===== config.mk =====
export PLATFORM = sky130hd
export DESIGN_NAME = pic_ctrl
export DESIGN_NICKNAME = d
export VERILOG_FILES = /design/src/logic/pic_pkg.sv /design/src/logic/pic_ctrl.sv
export SDC_FILE = /design/constraint.sdc
export NUM_CORES = 1
export LEC_CHECK = 0
export ABC_AREA = 0
export BUFFER_PORTS_ARGS = -buffer_cell sky130_fd_sc_hd__clkbuf_2
export CORE_ASPECT_RATIO = 1.5
export CORE_UTILIZATION = 35
export CTS_CLUSTER_SIZE = 28
export DETAILED_ROUTE_END_ITERATION = 6
export GPL_TIMING_DRIVEN = 0
export PLACE_DENSITY = 0.72
export SETUP_SLACK_MARGIN = 0.3
export SKIP_LAST_GASP = 1
export SLEW_MARGIN = 10
export SYNTH_ARGS = -nofsm -noshare
export SYNTH_HDL_FRONTEND = slang
export SYNTH_SLANG_ARGS = --single-unit

===== constraint.sdc =====
create_clock -name ref_clk -period 2.45 [get_ports ref_clk]
set_input_delay 0 -clock ref_clk [delete_from_list [all_inputs] [get_ports ref_clk]]
set_output_delay 0 -clock ref_clk [all_outputs]
set_load 0.05 [all_outputs]

===== src/logic/pic_pkg.sv =====
/*
  Shared constants and types of the priority interrupt controller:
  source indices, vector addresses, priority ranks and latency counts.
  Assumes a 20 MHz core clock and a core that reports instruction boundaries.
*/
`default_nettype none

package pic_pkg;

  // ---------------------------------------------------------------
  // sources, in polling order (0 is polled first)
  // ---------------------------------------------------------------
  localparam int NUM_SRC = 13;
  localparam logic [3:0] SRC_PSM = 4'h0;
  localparam logic [3:0] SRC_RTC = 4'h1;
  localparam logic [3:0] SRC_DSP = 4'h2;
  localparam logic [3:0] SRC_WDT = 4'h3;
  localparam logic [3:0] SRC_TEMP = 4'h4;
  localparam logic [3:0] SRC_EXT0 = 4'h5;
  localparam logic [3:0] SRC_TMR0 = 4'h6;
  localparam logic [3:0] SRC_EXT1 = 4'h7;
  localparam logic [3:0] SRC_TMR1 = 4'h8;
  localparam logic [3:0] SRC_SER = 4'h9;
  localparam logic [3:0] SRC_UART = 4'hA;
  localparam logic [3:0] SRC_TMR2 = 4'hB;
  localparam logic [3:0] SRC_UART2 = 4'hC;

  // ---------------------------------------------------------------
  // priority ranks: 0 none, 1 low, 2 high, 3 power supply
  // ---------------------------------------------------------------
  localparam logic [1:0] RANK_NONE = 2'h0;
  localparam logic [1:0] RANK_LOW = 2'h1;
  localparam logic [1:0] RANK_HIGH = 2'h2;
  localparam logic [1:0] RANK_PSM = 2'h3;

  // ---------------------------------------------------------------
  // latency figures
  // ---------------------------------------------------------------
  localparam int CLK_PERIOD_NS = 50;
  localparam int MIN_LAT_NS = 800;
  localparam int MAX_LAT_NS = 4000;
  localparam int MIN_LAT_CYC = (MIN_LAT_NS + CLK_PERIOD_NS - 1) / CLK_PERIOD_NS;
  localparam int MAX_LAT_CYC = MAX_LAT_NS / CLK_PERIOD_NS;

  typedef enum logic [0:0] {
    ST_IDLE = 1'b0,
    ST_DELAY = 1'b1
  } pic_state_type;

  // raw requests and flags from the peripherals
  typedef struct packed {
    logic power_supply_request;
    logic rtc_alarm_flag;
    logic rtc_interval_flag;
    logic energy_dsp_request;
    logic watchdog_timeout_flag;
    logic temperature_adc_request;
    logic timer0_overflow_flag;
    logic timer1_overflow_flag;
    logic serial_bus_request;
    logic [1:0] uart_rx_tx_flags;
    logic [1:0] timer2_flags;
    logic [1:0] uart2_rx_tx_flags;
  } pic_src_type;

  function automatic logic [15:0] vec_of(input logic [3:0] src);
    unique case (src)
      SRC_EXT0: vec_of = 16'h0003;
      SRC_TMR0: vec_of = 16'h000B;
      SRC_EXT1: vec_of = 16'h0013;
      SRC_TMR1: vec_of = 16'h001B;
      SRC_UART: vec_of = 16'h0023;
      SRC_TMR2: vec_of = 16'h002B;
      SRC_TEMP: vec_of = 16'h0033;
      SRC_SER: vec_of = 16'h003B;
      SRC_PSM: vec_of = 16'h0043;
      SRC_DSP: vec_of = 16'h004B;
      SRC_RTC: vec_of = 16'h0053;
      SRC_WDT: vec_of = 16'h005B;
      SRC_UART2: vec_of = 16'h0063;
      default: vec_of = 16'h0000;
    endcase
  endfunction : vec_of

endpackage : pic_pkg

`default_nettype wire


===== src/logic/pic_ctrl.sv =====
/*
  Priority interrupt controller: latches and resolves thirteen requests,
  hands one vector at a time to the core and tracks the levels in service.
  Assumes the core pulses instr_boundary once per instruction, return_from_interrupt_done on a
  return from interrupt and ie_ip_access on an enable or priority access.
*/
// Notes on behaviour
// - equal-level requests served in fixed polling order, index 0 first.
// - power supply request alone at top level, above both configurable levels.
// - on acceptance push program counter and load the source vector.
// - each source has its own fixed vector address.
// - return from interrupt restores program counter and releases active level.
// - no vectoring right after return or enable/priority access; one instruction first.
// - at least 3.25 instruction cycles from request to routine entry.
// - high-priority latency never exceeds 16.25 instruction cycles.
// - hardware saves only the program counter; routine saves all else.
// - external wake-up from core-off mode leaves a pending external interrupt.
// - external request flags untouched by events while core is off.
// - temperature and serial bus requests latched, cleared only by entry.
// - latched requests wait while disabled, served soon after enabling.
// - RTC request follows alarm and interval flags; entry alone keeps it.
// - multi-source vectors are not cleared by entry; software clears them.
// - external flags auto-clear on entry only in edge mode.
// - level mode keeps reasserting until the pin returns high.
// - temperature request shows no flag to software and is masked out of pending status.
// - high preempts low; no request preempts its own level.
// - global enable gates every source regardless of own enables.
// - per-source priority bit selects high (1) or low (0); ignored for the power supply source.
`default_nettype none

module pic_ctrl (
  // clock and reset
  input wire logic ref_clk,
  input wire logic reset_n,
  // peripheral requests and external pins (active low)
  input wire pic_pkg::pic_src_type src_in,
  input wire logic ext0_pin_n,
  input wire logic ext1_pin_n,
  // configuration
  input wire logic global_interrupt_enable,
  input wire logic [12:0] source_enable,
  input wire logic [12:0] source_high_priority,
  input wire logic external0_edge_select,
  input wire logic external1_edge_select,
  input wire logic core_off_power_mode,
  // software clears of the external flags
  input wire logic ext0_flag_clear,
  input wire logic ext1_flag_clear,
  // core handshake
  input wire logic instr_boundary,
  input wire logic return_from_interrupt_done,
  input wire logic ie_ip_access,
  // vector to the core
  output logic take_ff,
  output logic push_pc_ff,
  output logic [15:0] vector_addr_ff,
  output logic [3:0] vector_src_ff,
  output logic [1:0] vector_rank_ff,
  // status
  output logic external0_request_flag,
  output logic external1_request_flag,
  output logic [1:0] timer_flag_clear_ff,
  output logic [12:0] pending_status_ff,
  output logic [2:0] in_service_ff,
  output logic latency_exceeded_ff
);

  // ---------------------------------------------------------------
  // state
  // ---------------------------------------------------------------
  pic_pkg::pic_state_type state_ff;
  logic ext0_flag_ff, ext1_flag_ff, wake0_ff, wake1_ff;
  logic ext0_prev_ff, ext1_prev_ff, temp_pend_ff, ser_pend_ff, block_ff;
  logic [4:0] delay_ff;
  logic [6:0] wait_ff;
  logic [12:0] pend, elig;
  logic [1:0] act_rank, win_rank;
  logic [3:0] win_src;
  logic win_found, dispatch_start, take_now, ext0_fall, ext1_fall;

  assign external0_request_flag = ext0_flag_ff;
  assign external1_request_flag = ext1_flag_ff;
  assign ext0_fall = ext0_prev_ff & ~ext0_pin_n;
  assign ext1_fall = ext1_prev_ff & ~ext1_pin_n;
  assign take_now = (state_ff == pic_pkg::ST_DELAY) && (delay_ff == 5'h00);

  function automatic logic [1:0] rank_of(input logic [3:0] idx, input logic hi);
    rank_of = (idx == pic_pkg::SRC_PSM) ? pic_pkg::RANK_PSM :
              (hi ? pic_pkg::RANK_HIGH : pic_pkg::RANK_LOW);
  endfunction : rank_of

  // ---------------------------------------------------------------
  // request vector
  // ---------------------------------------------------------------
  always_comb begin
    pend = 13'h0000;
    pend[pic_pkg::SRC_PSM] = src_in.power_supply_request;
    pend[pic_pkg::SRC_RTC] = src_in.rtc_alarm_flag | src_in.rtc_interval_flag;
    pend[pic_pkg::SRC_DSP] = src_in.energy_dsp_request;
    pend[pic_pkg::SRC_WDT] = src_in.watchdog_timeout_flag;
    pend[pic_pkg::SRC_TEMP] = temp_pend_ff;
    pend[pic_pkg::SRC_EXT0] = ext0_flag_ff | wake0_ff;
    pend[pic_pkg::SRC_TMR0] = src_in.timer0_overflow_flag;
    pend[pic_pkg::SRC_EXT1] = ext1_flag_ff | wake1_ff;
    pend[pic_pkg::SRC_TMR1] = src_in.timer1_overflow_flag;
    pend[pic_pkg::SRC_SER] = ser_pend_ff;
    pend[pic_pkg::SRC_UART] = |src_in.uart_rx_tx_flags;
    pend[pic_pkg::SRC_TMR2] = |src_in.timer2_flags;
    pend[pic_pkg::SRC_UART2] = |src_in.uart2_rx_tx_flags;
  end

  // ---------------------------------------------------------------
  // priority resolution
  // ---------------------------------------------------------------
  always_comb begin
    act_rank = pic_pkg::RANK_NONE;
    if (in_service_ff[0]) act_rank = pic_pkg::RANK_LOW;
    if (in_service_ff[1]) act_rank = pic_pkg::RANK_HIGH;
    if (in_service_ff[2]) act_rank = pic_pkg::RANK_PSM;
  end

  always_comb begin
    win_found = 1'b0;
    win_src = 4'h0;
    win_rank = pic_pkg::RANK_NONE;
    elig = global_interrupt_enable ? (pend & source_enable) : 13'h0000;
    // psm on top; priority bit picks level
    for (int r = 3; r >= 1; r--) begin
      for (int i = 0; i < pic_pkg::NUM_SRC; i++) begin
        if (!win_found && elig[i] &&
            rank_of(4'(i), source_high_priority[i]) == 2'(r)) begin
          win_found = 1'b1;
          win_src = 4'(i);
          win_rank = 2'(r);
        end
      end
    end
  end

  // only a higher rank preempts; decided at the boundary
  assign dispatch_start = (state_ff == pic_pkg::ST_IDLE) && instr_boundary && win_found &&
                          (win_rank > act_rank) && !block_ff && !return_from_interrupt_done && !ie_ip_access;

  // ---------------------------------------------------------------
  // one instruction gap after return or enable/priority access
  // ---------------------------------------------------------------
  always_ff @(posedge ref_clk) begin
    if (!reset_n) begin
      block_ff <= 1'b0;
    end else if (return_from_interrupt_done || ie_ip_access) begin
      block_ff <= 1'b1;
    end else if (instr_boundary) begin
      block_ff <= 1'b0;
    end
  end

  // ---------------------------------------------------------------
  // dispatch sequencer
  // ---------------------------------------------------------------
  always_ff @(posedge ref_clk) begin
    if (!reset_n) begin
      state_ff <= pic_pkg::ST_IDLE;
      delay_ff <= 5'h00;
      take_ff <= 1'b0;
      push_pc_ff <= 1'b0;
      vector_addr_ff <= 16'h0000;
      vector_src_ff <= 4'h0;
      vector_rank_ff <= pic_pkg::RANK_NONE;
    end else begin
      take_ff <= 1'b0;
      push_pc_ff <= 1'b0;
      unique case (state_ff)
        pic_pkg::ST_IDLE: begin
          if (dispatch_start) begin
            state_ff <= pic_pkg::ST_DELAY;
            delay_ff <= 5'(pic_pkg::MIN_LAT_CYC - 2);
            vector_src_ff <= win_src;
            vector_rank_ff <= win_rank;
          end
        end
        pic_pkg::ST_DELAY: begin
          if (delay_ff == 5'h00) begin
            state_ff <= pic_pkg::ST_IDLE;
            // push pc, load vector; pc only
            take_ff <= 1'b1;
            push_pc_ff <= 1'b1;
            vector_addr_ff <= pic_pkg::vec_of(vector_src_ff);
          end else begin
            delay_ff <= delay_ff - 5'h01;
          end
        end
      endcase
    end
  end

  // ---------------------------------------------------------------
  // levels in service
  // ---------------------------------------------------------------
  always_ff @(posedge ref_clk) begin
    if (!reset_n) begin
      in_service_ff <= 3'h0;
    end else if (take_now) begin
      in_service_ff[vector_rank_ff - 2'h1] <= 1'b1;
    end else if (return_from_interrupt_done) begin
      if (in_service_ff[2]) in_service_ff[2] <= 1'b0;
      else if (in_service_ff[1]) in_service_ff[1] <= 1'b0;
      else in_service_ff[0] <= 1'b0;
    end
  end

  // ---------------------------------------------------------------
  // latched requests and auto clears
  // ---------------------------------------------------------------
  always_ff @(posedge ref_clk) begin
    if (!reset_n) begin
      temp_pend_ff <= 1'b0;
      ser_pend_ff <= 1'b0;
      timer_flag_clear_ff <= 2'h0;
    end else begin
      // cleared only by entry, a new request wins; held while disabled
      if (src_in.temperature_adc_request) temp_pend_ff <= 1'b1;
      else if (take_now && vector_src_ff == pic_pkg::SRC_TEMP) temp_pend_ff <= 1'b0;
      if (src_in.serial_bus_request) ser_pend_ff <= 1'b1;
      else if (take_now && vector_src_ff == pic_pkg::SRC_SER) ser_pend_ff <= 1'b0;
      // only single-flag timers cleared on entry
      timer_flag_clear_ff[0] <= take_now && vector_src_ff == pic_pkg::SRC_TMR0;
      timer_flag_clear_ff[1] <= take_now && vector_src_ff == pic_pkg::SRC_TMR1;
    end
  end

  // ---------------------------------------------------------------
  // external interrupt flags
  // ---------------------------------------------------------------
  always_ff @(posedge ref_clk) begin
    if (!reset_n) begin
      ext0_prev_ff <= 1'b1;
      ext1_prev_ff <= 1'b1;
      ext0_flag_ff <= 1'b0;
      ext1_flag_ff <= 1'b0;
      wake0_ff <= 1'b0;
      wake1_ff <= 1'b0;
    end else begin
      ext0_prev_ff <= ext0_pin_n;
      ext1_prev_ff <= ext1_pin_n;
      if (core_off_power_mode) begin
        if (!ext0_pin_n) wake0_ff <= 1'b1;
        if (!ext1_pin_n) wake1_ff <= 1'b1;
      end else begin
        if (take_now && vector_src_ff == pic_pkg::SRC_EXT0) wake0_ff <= 1'b0;
        if (take_now && vector_src_ff == pic_pkg::SRC_EXT1) wake1_ff <= 1'b0;
        if (!external0_edge_select) ext0_flag_ff <= ~ext0_pin_n;
        else if (ext0_fall) ext0_flag_ff <= 1'b1;
        else if (ext0_flag_clear || (take_now && vector_src_ff == pic_pkg::SRC_EXT0))
          ext0_flag_ff <= 1'b0;
        if (!external1_edge_select) ext1_flag_ff <= ~ext1_pin_n;
        else if (ext1_fall) ext1_flag_ff <= 1'b1;
        else if (ext1_flag_clear || (take_now && vector_src_ff == pic_pkg::SRC_EXT1))
          ext1_flag_ff <= 1'b0;
      end
    end
  end

  // ---------------------------------------------------------------
  // status and latency monitor
  // ---------------------------------------------------------------
  always_ff @(posedge ref_clk) begin
    if (!reset_n) begin
      pending_status_ff <= 13'h0000;
      wait_ff <= 7'h00;
      latency_exceeded_ff <= 1'b0;
    end else begin
      pending_status_ff <= pend & ~(13'h0001 << pic_pkg::SRC_TEMP);
      // flag a high request waiting past the bound
      if (!win_found || win_rank < pic_pkg::RANK_HIGH || take_now) begin
        wait_ff <= 7'h00;
      end else if (wait_ff != 7'(pic_pkg::MAX_LAT_CYC)) begin
        wait_ff <= wait_ff + 7'h01;
      end
      latency_exceeded_ff <= (wait_ff == 7'(pic_pkg::MAX_LAT_CYC));
    end
  end

  localparam int MIN_GAP = pic_pkg::MIN_LAT_CYC;
endmodule : pic_ctrl

`default_nettype wire


==> results.sh <==
export IMPL_clkTransAtPathRegs_ns=0.07
export IMPL_p_switching_mw=0.6768
export IMPL_power_share_sequential_pct=40.1
export IMPL_met1_length_mm=3.209
export IMPL_cts_made_buffers=5
export IMPL_cts_root_buf="clkbuf_16"
export IMPL_die_x_um=76.84
export IMPL_cts_tree="built"
export IMPL_mostFrequentLayoutCells="clkbuf_2, dfxtp_1, nor2_1, buf_4, nand2_1"
export IMPL_yosysSeqAreaShare_pct=35.40
export IMPL_synth_seq_cells=52
export IMPL_die_y_um=114.3
export IMPL_wl_met2_mm=4.350
export IMPL_cp_max_fo=6
export IMPL_fin_nets=542
export IMPL_finalMaxSlewViolations=0
export IMPL_antenna_left=0
export IMPL_period_needed_ns=2.757
export IMPL_min_to="block_ff"
export IMPL_final_period_utilization_pct=112.5
export IMPL_crit_path_frequent_cell="buf_6"
export IMPL_cp_num_buf_inv=2
export IMPL_ys_warn_count=0
export IMPL_drc=0
export IMPL_min_delay_path_depth=3
export IMPL_muxShareOfSynthArea_pct=1.362
export IMPL_synthArstFlopShare_pct=0
export IMPL_cp_end_kind="flip-flop"
export IMPL_leakage_nw=1.872
export IMPL_yosysUniqueCellTypes=75
export IMPL_relSlewSlack_pct=58.76
export IMPL_synth_avg_cell_area_um2=8.674
export IMPL_synth_area_mm2=0.002940
export IMPL_max_cap_violations=0
export IMPL_synth_edf_count=0
export IMPL_grt_max_degree=16
export IMPL_area_growth_syn_to_layout_pct=43.91
export IMPL_routed_top_layer="met4"
export IMPL_cpLargestDelayFamily="compound AO/OA/AOI/OAI gates"
export IMPL_swShare_pct=29.96
export IMPL_pre_cts_slack_ns=-0.6466
export IMPL_wire_per_inst_um=14.28
export IMPL_setup_violations_final=12
export IMPL_grt_pass1_wl_mm=13.39
export IMPL_htree_levels=2
export IMPL_drive_gt1_share_pct=37.79
export IMPL_tns_ns=-2.945
export IMPL_rsz0062_at_grt="yes"
export IMPL_holdWs_ns=0.01112
export IMPL_pwr_share_clk_pct=35.0
export IMPL_pwr_share_comb_pct=24.9
export IMPL_vias_per_cell=5.164
export IMPL_overflow=0
export IMPL_fin_ws_ns=-0.3071
export IMPL_coreArea_mm2=0.008058
export IMPL_peakVddDrop_mv=0.2909
export IMPL_syn_instance_count=339
export IMPL_max_freq_ghz=0.3627
export IMPL_hold_class="primary input to flip-flop"
export IMPL_vias=3016
export IMPL_synth_compound_area_share_pct=20.98
export IMPL_synth_xor_area_share_pct=2.383
export IMPL_synth_top_family_by_area="simple AND/OR/NAND/NOR gates"
export IMPL_tightest_slew_ns=0.6187
export IMPL_path_class="flip-flop to flip-flop"
export IMPL_hp_start="ie_ip_access"
export IMPL_core_rowCount=40
export IMPL_outcome="finished with violations"
export IMPL_final_common_cell="clkbuf_2"
export IMPL_synth_fa_ha_area_share_pct=4.255
export IMPL_hpwl_mm=6.057
export IMPL_reg2regPathDepth=12
export IMPL_clockBufferDepth=2
export IMPL_final_hold_viol_count=0
export IMPL_internal_power_mw=1.582
export IMPL_dr_pass1_iters=4
export IMPL_port_buffers=86
export IMPL_drt_iter0_markers=156
export IMPL_die_area_mm2=0.008779
export IMPL_cpMaxStageDelayCell="or3_4"
export IMPL_failed_checks="negative setup slack"
export IMPL_clock_latency_ns=0.29
export IMPL_worstSetupStartpointType="flip-flop"
export IMPL_num_io_pins=99
export IMPL_grt_use_total_pct=19.53
export IMPL_crit_chain="o211ai_4 -> o21bai_4 -> or3_4 -> o21ai_4 -> o31ai_4 -> ha_4 -> a2111oi_4 -> and3_4 -> buf_6 -> and2_4 -> buf_6 -> o221a_1"
export IMPL_reg2reg_setup_slack_ns=-0.31
export IMPL_antennaDiodeCount=0
export IMPL_clock_skew_ns=0.008069
export IMPL_start_util_pct=36.49
export IMPL_yosys_area_share_simple_pct=27.45
export IMPL_power_per_cell_area_mw_per_mm2=533.9
export IMPL_wl_met3_um=476
export IMPL_reg2reg_from="wake0_ff"
export IMPL_r2r_end="vector_src_ff[2]"
export IMPL_synth_ff_type="dfxtp_1"
export IMPL_antenna_found_initial=0
export IMPL_cpPeakStageDelay_ns=0.38
export IMPL_routed_wl_mm=8.337
export IMPL_gp_congestion=0.8828
export IMPL_cts_sinks=52
export IMPL_first_global_vias=2950
export IMPL_finalPower_mw=2.259
export IMPL_cp_data_required_time_ns=2.68
export IMPL_arrival_ns=2.99
==> sequential cells by signal, indices dropped and copies added (netlist names) <==
name                    flops
timer_flag_clear_ff         2
ext1_prev_ff                1
vector_addr_ff              5
ext0_prev_ff                1
in_service_ff               3
wait_ff                     7
wake0_ff                    1
temp_pend_ff                1
latency_exceeded_ff         1
external0_request_flag      1
vector_src_ff               4
block_ff                    1
wake1_ff                    1
push_pc_ff                  1
vector_rank_ff              2
delay_ff                    5
external1_request_flag      1
ser_pend_ff                 1
state_ff                    1
pending_status_ff          12
==> cell families (layout without fill, tap and decap cells) <==
group,Yosys count,after routing
XOR/XNOR,8,8
other,1,11
flip-flops,52,52
buffers and inverters,43,173
AND/OR/NAND/NOR,142,142
multiplexers,4,4
AO/OA/AOI/OAI,79,79
adder cells (fa/ha/maj),10,10
==> power by group through the flow <==
stage	sequential, mW	combinational [mW]	clock (mW)
2_1_floorplan	0.987	0.257	0
6_report	0.906	0.562	0.791
4_1_cts	0.905	0.539	0.811
3_3_place_gp	0.922	0.451	0
3_5_place_dp	0.924	0.457	0
5_1_grt	0.909	0.604	0.842
==> worst reg2reg max path, delay by kind of cell, from the launching register on <==
family,cells,cell delay (ns)
flops,1,0.34
compound gates,6,1.11
simple gates,3,0.76
fa+ha+maj,1,0.23
buf+inv,2,0.25
==> Yosys cell counts (all sizes together), types with 4 or more instances <==
cell / n / area share (%)
o2111ai: 6 / 2.4
o211ai: 6 / 1.7
a211oi: 5 / 1.4
o21ai: 9 / 1.5
nor2b: 8 / 1.7
xor2: 4 / 1.2
clkbuf: 7 / 0.89
nor3: 9 / 1.7
xnor2: 4 / 1.2
nor2: 41 / 5.5
and2: 8 / 1.8
inv: 18 / 2.3
nand2: 27 / 3.4
a21oi: 17 / 2.9
dfxtp: 52 / 35
nand2b: 4 / 0.85
nand3: 12 / 2.0
and3: 6 / 1.3
nand4: 9 / 3.5
buf: 17 / 4.7
mux2i: 4 / 1.4
ha: 10 / 4.3
==> worst max path at each step <==
stage,slack [ns],endpoint,cells after the start,start
after floorplan,-0.23,vector_src_ff[2],14,external0_request_flag
after global placement,-0.66,vector_src_ff[2],14,global_interrupt_enable
after detailed placement,-0.65,vector_src_ff[1],14,global_interrupt_enable
after CTS,-0.26,vector_src_ff[2],12,wake0_ff
after global routing,-0.43,vector_src_ff[3],12,wake0_ff
final,-0.31,vector_src_ff[2],12,wake0_ff
==> area by class of cell <==
class	count	area, um^2
multi-input cells	254	1884
clock inverters	2	35.03
well taps	105	131.4
repair buffers	122	759.5
plain buffers	24	168.9
inverters	19	71.32
flip-flops and latches	52	1052
fillers	728	3826
clock buffers	6	128.9
==> layer usage <==
layer / global-route usage [%] / vias up
li1: - / 1480
met1: 20.29 / 1410
met2: 36.01 / 104
met3: 3.665 / 22
met4: 11.79 / 0
met5: 0 / -
==> metrics by stage <==
stage                     util (%)  std cells  cell area [um^2]
after floorplan                  -        349              3004
after global placement       44.25        540              3566
after detailed placement     44.25        540              3566
after CTS                    51.51        580              4150
after global routing         52.52        584              4232
final                        52.52        584              4232
==> timing repair <==
item	CTS	global route
endpoints found under the setup margin	12	12
pin swaps	16	5
hold buffers	19	0
hold endpoints to repair	17	0
buffers inserted	12	4
gates resized for setup	26	12
cloned	1	0
No activity file was read; power rests on OpenSTA's default activity.
